### src/rrx_pkg.sv
// constants for the register reference decode and execute block
package rrx_pkg;
  // ---------------------------------------------------------------
  // instruction word fields
  // ---------------------------------------------------------------
  localparam int unsigned RRX_W = 16;
  localparam logic [3:0] RRX_CLASS_RR = 4'h0;
  localparam int unsigned RRX_BIT_ACC = 11;
  localparam int unsigned RRX_BIT_GROUP = 10;
  localparam int unsigned RRX_BIT_EN1 = 9;
  localparam int unsigned RRX_BIT_CLE = 5;
  localparam int unsigned RRX_BIT_EN2 = 4;
  localparam int unsigned RRX_BIT_T_LSB = 3;
  localparam int unsigned RRX_BIT_T_EXT = 5;
  localparam int unsigned RRX_BIT_T_SIGN = 4;
  localparam int unsigned RRX_BIT_INC = 2;
  localparam int unsigned RRX_BIT_T_ZERO = 1;
  localparam int unsigned RRX_BIT_REV = 0;

  // shift/rotate codes, first position bits 8:6, second bits 2:0
  typedef enum logic [2:0] {
    RRX_SH_ASL = 3'h0,
    RRX_SH_ASR = 3'h1,
    RRX_SH_ROL = 3'h2,
    RRX_SH_ROR = 3'h3,
    RRX_SH_SLC = 3'h4,
    RRX_SH_ERR = 3'h5,
    RRX_SH_ERL = 3'h6,
    RRX_SH_RL4 = 3'h7
  } rrx_shift_e;

  // accumulator alter codes (bits 9:8) and extend alter codes (bits 7:6)
  localparam logic [1:0] RRX_ALT_NONE = 2'h0;
  localparam logic [1:0] RRX_ALT_CLR = 2'h1;
  localparam logic [1:0] RRX_ALT_CMP = 2'h2;
  localparam logic [1:0] RRX_ALT_SET = 2'h3;

  localparam logic [15:0] RRX_ZERO = 16'h0000;
  localparam logic [15:0] RRX_ONES = 16'hFFFF;
  localparam logic [15:0] RRX_MAX_POS = 16'h7FFF;

  // ---------------------------------------------------------------
  // register map (byte addresses) and reset values
  // ---------------------------------------------------------------
  localparam int unsigned RRX_AW = 4;
  localparam logic [3:0] RRX_REG_ACC_A = 4'h0;
  localparam logic [3:0] RRX_REG_ACC_B = 4'h4;
  localparam logic [3:0] RRX_REG_FLAGS = 4'h8;
  localparam logic [3:0] RRX_REG_CTRL = 4'hC;
  localparam int unsigned RRX_FLG_E = 0;
  localparam int unsigned RRX_FLG_O = 1;
  localparam int unsigned RRX_FLG_SKIP = 2;
  localparam int unsigned RRX_CTL_EN = 0;
  localparam logic RRX_CTL_EN_RST = 1'b1;
  localparam logic [1:0] RRX_RESP_OKAY = 2'h0;
  localparam logic [1:0] RRX_RESP_SLVERR = 2'h2;
  localparam logic [14:0] RRX_PC_STEP = 15'h0001;
  localparam logic [14:0] RRX_PC_SKIP = 15'h0002;
endpackage : rrx_pkg

### src/rrx_core.sv
// register reference instruction decode and execute with an AXI4-Lite register port
// Functional notes
// - bit 10 clear selects shift/rotate group, set selects alter/skip group
// - one accumulator per word; one choice per multiple-choice column
// - packed operations run left to right, each sees earlier results except the extend test, which sees extend before it is altered
// - first shift enabled by bit 9, second shift by bit 4
// - disabled rotate-through-extend still updates extend, accumulator untouched
// - all-zero word is a no-operation, no state change, no skip
// - arithmetic left shift keeps sign, drops bit 14, zero into bit 0
// - arithmetic right shift keeps sign, copies sign into bit 14
// - sign-clearing left shift shifts left then clears bit 15
// - four-place left rotate moves bits 15..12 into 3..0
// - single rotates move all 16 bits, end bit wraps around
// - extend rotates pass extend into end bit and end bit into extend
// - clear extend gives 0, clear-complement gives 1, complement inverts
// - lsb skip test fires when bit 0 of accumulator is 0
// - clear gives zero, clear-complement all ones, complement inverts bits
// - increment adds one; sets overflow at 077777, extend at 177777
// - several skip tests without reverse sense skip if any is true
// - reverse sense flips tests; reverse sense alone skips always
// - reverse sense with sign and lsb tests needs both bits 1
// - extend-zero skip test fires when extend is 0
// - sign skip test fires when bit 15 of accumulator is 0
// - zero skip test fires when accumulator is all zero
// - taken skip advances program counter by two instead of one
`timescale 1ns/1ps
module rrx_core (
  input wire logic aclk,
  input wire logic aresetn,
  input wire logic instr_valid,
  input wire logic [rrx_pkg::RRX_W-1:0] instr_word,
  input wire logic [14:0] pc_in,
  output logic instr_ready_q,
  output logic done_q,
  output logic skip_q,
  output logic [14:0] pc_next_q,
  output logic [rrx_pkg::RRX_W-1:0] acc_a_q,
  output logic [rrx_pkg::RRX_W-1:0] acc_b_q,
  output logic extend_q,
  output logic overflow_q,
  input wire logic [31:0] s_axi_awaddr,
  input wire logic s_axi_awvalid,
  output logic s_axi_awready,
  input wire logic [31:0] s_axi_wdata,
  input wire logic [3:0] s_axi_wstrb,
  input wire logic s_axi_wvalid,
  output logic s_axi_wready,
  output logic [1:0] s_axi_bresp,
  output logic s_axi_bvalid,
  input wire logic s_axi_bready,
  input wire logic [31:0] s_axi_araddr,
  input wire logic s_axi_arvalid,
  output logic s_axi_arready,
  output logic [31:0] s_axi_rdata,
  output logic [1:0] s_axi_rresp,
  output logic s_axi_rvalid,
  input wire logic s_axi_rready
);
  import rrx_pkg::*;

  // ---------------------------------------------------------------
  // shift/rotate unit, returns {extend, value}
  // ---------------------------------------------------------------
  function automatic logic [16:0] rrx_shift(input logic [2:0] op, input logic en,
                                            input logic [15:0] v, input logic e);
    logic [15:0] r;
    logic ne;
    r = v;
    ne = e;
    unique case (rrx_shift_e'(op))
      RRX_SH_ASL: r = {v[15], v[13:0], 1'b0};
      RRX_SH_ASR: r = {v[15], v[15], v[14:1]};
      RRX_SH_ROL: r = {v[14:0], v[15]};
      RRX_SH_ROR: r = {v[0], v[15:1]};
      RRX_SH_SLC: r = {1'b0, v[13:0], 1'b0};
      RRX_SH_ERR: begin
        r = {e, v[15:1]};
        ne = v[0];
      end
      RRX_SH_ERL: begin
        r = {v[14:0], e};
        ne = v[15];
      end
      RRX_SH_RL4: r = {v[11:0], v[15:12]};
    endcase
    // extend moves even when the shift itself is disabled
    return {ne, en ? r : v};
  endfunction : rrx_shift

  function automatic logic rrx_is_zero(input logic [15:0] v);
    return v == RRX_ZERO;
  endfunction : rrx_is_zero

  // ---------------------------------------------------------------
  // execute: next state for the word at instr_word
  // ---------------------------------------------------------------
  logic ctl_en_q;
  logic fire;
  logic use_b;
  logic is_rr;
  logic [15:0] acc_in;
  logic [15:0] acc_nx;
  logic e_nx;
  logic o_nx;
  logic skip_nx;

  assign fire = instr_valid & instr_ready_q & ctl_en_q;
  assign use_b = instr_word[RRX_BIT_ACC];
  assign is_rr = instr_word[15:12] == RRX_CLASS_RR;
  assign acc_in = use_b ? acc_b_q : acc_a_q;

  always_comb begin
    logic [16:0] s1;
    logic [16:0] s2;
    logic [15:0] v1;
    logic e1;
    logic [15:0] v2;
    logic t_ext;
    logic t_sign;
    logic t_lsb;
    logic t_zero;
    logic pair;
    s1 = '0;
    s2 = '0;
    v1 = acc_in;
    e1 = extend_q;
    v2 = acc_in;
    t_ext = instr_word[RRX_BIT_T_EXT];
    t_sign = instr_word[RRX_BIT_T_SIGN];
    t_lsb = instr_word[RRX_BIT_T_LSB];
    t_zero = instr_word[RRX_BIT_T_ZERO];
    pair = 1'b0;
    acc_nx = acc_in;
    e_nx = extend_q;
    o_nx = overflow_q;
    skip_nx = 1'b0;
    if (!instr_word[RRX_BIT_GROUP]) begin
      // shift, clear extend, lsb test, shift: in that order
      s1 = rrx_shift(instr_word[8:6], instr_word[RRX_BIT_EN1], acc_in, extend_q);
      e1 = instr_word[RRX_BIT_CLE] ? 1'b0 : s1[16];
      skip_nx = t_lsb & ~s1[0];
      s2 = rrx_shift(instr_word[2:0], instr_word[RRX_BIT_EN2], s1[15:0], e1);
      acc_nx = s2[15:0];
      e_nx = s2[16];
    end else begin
      unique case (instr_word[9:8])
        RRX_ALT_NONE: v1 = acc_in;
        RRX_ALT_CLR: v1 = RRX_ZERO;
        RRX_ALT_CMP: v1 = ~acc_in;
        RRX_ALT_SET: v1 = RRX_ONES;
      endcase
      // extend test looks at extend before it is altered
      unique case (instr_word[7:6])
        RRX_ALT_NONE: e1 = extend_q;
        RRX_ALT_CLR: e1 = 1'b0;
        RRX_ALT_CMP: e1 = ~extend_q;
        RRX_ALT_SET: e1 = 1'b1;
      endcase
      v2 = v1;
      e_nx = e1;
      if (instr_word[RRX_BIT_INC]) begin
        v2 = v1 + 16'h0001;
        if (v1 == RRX_MAX_POS) o_nx = 1'b1;
        if (v1 == RRX_ONES) e_nx = 1'b1;
      end
      acc_nx = v2;
      if (!instr_word[RRX_BIT_REV]) begin
        skip_nx = (t_ext & ~extend_q) | (t_sign & ~v1[15]) |
                  (t_lsb & ~v1[0]) | (t_zero & rrx_is_zero(v2));
      end else begin
        pair = (t_sign & t_lsb) ? (v1[15] & v1[0]) :
               ((t_sign & v1[15]) | (t_lsb & v1[0]));
        skip_nx = ~(t_ext | t_sign | t_lsb | t_zero) | (t_ext & extend_q) | pair |
                  (t_zero & ~rrx_is_zero(v2));
      end
    end
  end

  // ---------------------------------------------------------------
  // AXI4-Lite slave
  // ---------------------------------------------------------------
  logic wr_go;
  logic wr_hs;
  logic rd_go;
  logic [3:0] wa;
  logic [3:0] ra;
  logic wr_hit;
  logic rd_hit;

  assign wa = s_axi_awaddr[RRX_AW-1:0];
  assign ra = s_axi_araddr[RRX_AW-1:0];
  // a write is taken only in a cycle where no instruction may execute
  assign wr_go = s_axi_awvalid & s_axi_wvalid & ~s_axi_awready & ~s_axi_bvalid;
  assign wr_hs = s_axi_awready;
  assign rd_go = s_axi_arvalid & ~s_axi_arready & ~s_axi_rvalid;

  function automatic logic rrx_mapped(input logic [31:0] addr);
    return addr[31:RRX_AW] == '0 && addr[1:0] == 2'h0;
  endfunction : rrx_mapped

  assign wr_hit = rrx_mapped(s_axi_awaddr);
  assign rd_hit = rrx_mapped(s_axi_araddr);

  always_ff @(posedge aclk) begin
    if (!aresetn) begin
      s_axi_awready <= 1'b0;
      s_axi_wready <= 1'b0;
      instr_ready_q <= 1'b1;
    end else begin
      s_axi_awready <= wr_go;
      s_axi_wready <= wr_go;
      instr_ready_q <= ~wr_go;
    end
  end

  always_ff @(posedge aclk) begin
    if (!aresetn) begin
      s_axi_bvalid <= 1'b0;
      s_axi_bresp <= RRX_RESP_OKAY;
    end else if (wr_hs) begin
      s_axi_bvalid <= 1'b1;
      s_axi_bresp <= wr_hit ? RRX_RESP_OKAY : RRX_RESP_SLVERR;
    end else if (s_axi_bready) begin
      s_axi_bvalid <= 1'b0;
    end
  end

  always_ff @(posedge aclk) begin
    if (!aresetn) begin
      s_axi_arready <= 1'b0;
    end else begin
      s_axi_arready <= rd_go;
    end
  end

  always_ff @(posedge aclk) begin
    if (!aresetn) begin
      s_axi_rvalid <= 1'b0;
      s_axi_rdata <= '0;
      s_axi_rresp <= RRX_RESP_OKAY;
    end else if (s_axi_arready) begin
      s_axi_rvalid <= 1'b1;
      s_axi_rresp <= rd_hit ? RRX_RESP_OKAY : RRX_RESP_SLVERR;
      s_axi_rdata <= '0;
      if (rd_hit) begin
        unique case (ra)
          RRX_REG_ACC_A: s_axi_rdata <= {16'h0000, acc_a_q};
          RRX_REG_ACC_B: s_axi_rdata <= {16'h0000, acc_b_q};
          RRX_REG_FLAGS: s_axi_rdata <= {29'h00000000, skip_q, overflow_q, extend_q};
          RRX_REG_CTRL: s_axi_rdata <= {31'h00000000, ctl_en_q};
          default: s_axi_rdata <= '0;
        endcase
      end
    end else if (s_axi_rready) begin
      s_axi_rvalid <= 1'b0;
    end
  end

  // ---------------------------------------------------------------
  // architectural state: instruction execution or register write
  // ---------------------------------------------------------------
  logic [15:0] wdat;
  assign wdat = {s_axi_wstrb[1] ? s_axi_wdata[15:8] : 8'h00,
                 s_axi_wstrb[0] ? s_axi_wdata[7:0] : 8'h00};

  always_ff @(posedge aclk) begin
    if (!aresetn) begin
      acc_a_q <= RRX_ZERO;
      acc_b_q <= RRX_ZERO;
      extend_q <= 1'b0;
      overflow_q <= 1'b0;
    end else if (fire && is_rr) begin
      if (use_b) acc_b_q <= acc_nx;
      else acc_a_q <= acc_nx;
      extend_q <= e_nx;
      overflow_q <= o_nx;
    end else if (wr_hs && wr_hit) begin
      // partial strobes keep the other byte lane
      if (wa == RRX_REG_ACC_A) begin
        acc_a_q <= (acc_a_q & ~{{8{s_axi_wstrb[1]}}, {8{s_axi_wstrb[0]}}}) | wdat;
      end
      if (wa == RRX_REG_ACC_B) begin
        acc_b_q <= (acc_b_q & ~{{8{s_axi_wstrb[1]}}, {8{s_axi_wstrb[0]}}}) | wdat;
      end
      if (wa == RRX_REG_FLAGS && s_axi_wstrb[0]) begin
        extend_q <= s_axi_wdata[RRX_FLG_E];
        overflow_q <= s_axi_wdata[RRX_FLG_O];
      end
    end
  end

  always_ff @(posedge aclk) begin
    if (!aresetn) begin
      ctl_en_q <= RRX_CTL_EN_RST;
    end else if (wr_hs && wr_hit && wa == RRX_REG_CTRL && s_axi_wstrb[0]) begin
      ctl_en_q <= s_axi_wdata[RRX_CTL_EN];
    end
  end

  always_ff @(posedge aclk) begin
    if (!aresetn) begin
      done_q <= 1'b0;
      skip_q <= 1'b0;
      pc_next_q <= '0;
    end else begin
      done_q <= fire;
      if (fire) begin
        skip_q <= is_rr & skip_nx;
        pc_next_q <= pc_in + ((is_rr & skip_nx) ? RRX_PC_SKIP : RRX_PC_STEP);
      end
    end
  end

  logic alt_a;
  assign alt_a = fire && is_rr && instr_word[RRX_BIT_GROUP] && !use_b;
endmodule : rrx_core

### config.mk
export PLATFORM = sky130hd
export DESIGN_NAME = rrx_core
export DESIGN_NICKNAME = d
export VERILOG_FILES = /design/src/rrx_pkg.sv /design/src/rrx_core.sv
export SDC_FILE = /design/constraint.sdc
export NUM_CORES = 1
export LEC_CHECK = 0
export BUFFER_PORTS_ARGS = -buffer_cell sky130_fd_sc_hd__clkbuf_2
export CAP_MARGIN = 15
export CELL_PAD_IN_SITES_DETAIL_PLACEMENT = 1
export CELL_PAD_IN_SITES_GLOBAL_PLACEMENT = 1
export CORE_MARGIN = 3
export CORE_UTILIZATION = 37
export CTS_BUF_LIST = sky130_fd_sc_hd__clkbuf_2 sky130_fd_sc_hd__clkbuf_4 sky130_fd_sc_hd__clkbuf_8
export CTS_CLUSTER_DIAMETER = 200
export DETAILED_ROUTE_END_ITERATION = 12
export PLACE_DENSITY_LB_ADDON = 0.1
export SYNTH_ARGS = -nofsm -noshare
export SYNTH_HDL_FRONTEND = slang
export SYNTH_SLANG_ARGS = --single-unit
### constraint.sdc
create_clock -name aclk -period 5.8 [get_ports aclk]
set_input_delay 0.58 -clock aclk [delete_from_list [all_inputs] [get_ports aclk]]
set_output_delay 0.58 -clock aclk [all_outputs]
set_load 0.01 [all_outputs]
==> metrics <==
status completed; RSZ-0062 raised after global routing no; Num CTS Buffers 9; drt wl/cell 20.9 um; post-route setup slack 539 ps; ys async rst share 0%; Leak 0.00330 uW; hold buffer count at cts 0; area of the mapped netlist 0.00642 sq mm; P&R area growth vs syn 20.9%; Root Buffer clkbuf_8; Setup crit start kind input port; Clock Skew 12.2 ps; Ports 232; final worst-path cycle share 90.7%; Final Max Tran Viols 0; H-tree levels 3; Post-Synth Simple-Gate Area 24.8%; GRT Util Overall 26.9%; largest family of logic cells by synthesized area compound AO/OA/AOI/OAI gates; # fillers 2192; CP required 6080 ps; DRC viols 0; first-pass GRT wire length 39.6 mm; gp weighted congestion 0.879; largest net degree at the start of global routing 50; Worst VDD drop 0.000119 V; Crit. Startpoint instr_word[11]; worst hold start s_axi_wvalid; PwrDens 164 mW/mm^2; synth unique cells 83; clock-pin slew on the worst setup and hold paths 80 ps; Post-Synth XOR/XNOR Area 5.26%; via density per instance 5.80; Crit. End Element flop; starting density of the core 38.3%; Antenna Violating Nets Remaining 0; drt first pass iters 5; Post-Route WL 26.1 mm; Worst slew margin 40.3%; CTS tree yes; HPWL Detailed 20.4 mm; final setup TNS 0 ps; Final Hold Fails 0; final net count 1168; layout cell share with drive strength beyond 1 28.0%; Post-Synthesis Cells 856; post-synthesis mux area share 12.0%; DRC marker count from the first detailed-route iteration 617; Synth Warn # 0; post-synthesis sequential area ratio 23.4%; Die Ht 138 um; grt ovf 0; Port Buf Inserts 195; post-synthesis adder-cell area fraction 0.897%; clock buffer depth 2; core area 0.0168 sq mm; Worst EP arrival 5540 ps; Die ar. 0.0190 sq mm; DP Worst Slack 206 ps; post-synthesis average cell area 7.50 sq um; post-cts resize count 0; R2R Setup Slk 610 ps; via count 7249; initial antenna violation count 0; Diodes inserted 0; row count 47; vias in the first global route 6966; Setup violations, final 0; max-cap violations 0; Post-CTS Setup Bufs 0; EDFF count, synth 0; width of the die 138 um; CP max FO 4; HP Class in2reg; Synth Flop Type dfxtp_1; Min Hold Slack 438 ps; Tot Pwr 1270 uW; worst-margin pin slew 895 ps; final worst path period need 5260 ps; Compound-Gate Fraction of Synth Area 26.0%; f_max 190 MHz; Worst Setup Path Type in2reg; CTS Sinks 75; Seq cells post-synth 75; worst-skew pair later-pin latency 370 ps
==> report_power, final <==
group,internal [uW],switching (uW),total [uW]
logic,125,195,319
registers,528,9.82,537
clock network,201,213,414
total,853,418,1270
==> cells by family after synthesis <==
family                   Yosys count
multiplexers                      64
flip-flops                        75
other                              1
AND/OR/NAND/NOR                  334
AO/OA/AOI/OAI                    246
buffers and inverters             95
XOR/XNOR                          37
adder cells (fa/ha/maj)            4
==> Yosys cell counts, types with 18 or more instances <==
master | number | share of area (%)
dfxtp_1 | 75 | 23
o21ai_0 | 65 | 5.1
mux2i_1 | 37 | 5.8
clkbuf_1 | 37 | 2.2
nand2_1 | 94 | 5.5
buf_4 | 19 | 2.2
nand3_1 | 39 | 3.0
a211oi_1 | 33 | 3.9
nor2_1 | 103 | 6.0
nor4_1 | 18 | 1.8
a21oi_1 | 37 | 2.9
xnor2_1 | 21 | 2.9
==> layer usage <==
layer	GRT usage, %	vias up	part of all wire, %
met3	5.70	32	6.9
met1	36.8	3503	44
met5	0	-	0
met4	6.26	0	1.8
li1	-	3454	-
met2	43.6	260	47
==> worst paths after layout <==
path | endpoint | cells past startpoint
min | s_axi_wready$_SDFF_PN0_ | 3
max | pc_next_q[10]$_SDFFE_PN0P_ | 22
max reg2reg | pc_next_q[10]$_SDFFE_PN0P_ | 21
min reg2reg | s_axi_rdata[5]$_SDFFE_PN0P_ | 2
==> area by class of cell <==
type | count | area [sq um] | share of cell area (%)
clock buffers | 9 | 124 | 1.60
clock inverters | 7 | 76.3 | 0.984
inverters | 13 | 48.8 | 0.629
multi-input cells | 703 | 4500 | 58.1
flip-flops and latches | 75 | 1500 | 19.4
well taps | 220 | 275 | 3.55
repair buffers | 223 | 1230 | 15.8
==> layout by cell type, fill, tap and decap left out, types with 7 or more instances in the layout <==
| master | Yosys | routed |
|---|---|---|
| clkbuf_8 | 0 | 9 |
| and3_1 | 12 | 12 |
| nand2b_1 | 8 | 8 |
| nand3_1 | 39 | 39 |
| a22oi_1 | 15 | 15 |
| a31oi_1 | 17 | 17 |
| mux2i_1 | 37 | 37 |
| clkbuf_2 | 0 | 195 |
| xnor2_1 | 21 | 21 |
| nor4_1 | 18 | 17 |
| xor2_1 | 15 | 15 |
| o21ai_0 | 65 | 65 |
| a21oi_1 | 37 | 37 |
| nand2_1 | 94 | 94 |
| a211oi_1 | 33 | 33 |
| inv_1 | 11 | 11 |
| conb_1 | 1 | 18 |
| dfxtp_1 | 75 | 75 |
| buf_4 | 19 | 24 |
| mux2_2 | 14 | 14 |
| o31ai_1 | 7 | 7 |
| nor3_1 | 14 | 14 |
| nor2_1 | 103 | 103 |
==> per-stage QoR <==
stage                     utilization, %  cells  cell area [sq um]
after floorplan                        -    873               6480
after global placement              45.0   1233               7550
after detailed placement            45.0   1233               7550
after CTS                           46.2   1249               7750
after global routing                46.3   1250               7760
final                               46.3   1250               7760
==> worst max-delay path, stage by stage <==
cell      delay (ps)
clkbuf_2         180
mux2i_4          240
nor3_1           210
or2_2            160
ha_1             230
o21ai_0          290
nor4_4           420
o21ai_2          180
xor2_1           210
nor4_2           370
a31oi_1          150
nor3b_2          350
nand2b_1         200
ha_1             170
inv_1             50
fa_1             410
nor2_1           190
and3_1           210
and3_1           260
nand3_1          120
xor2_1           150
a211oi_1         220
(Power assumes the default switching activity.)
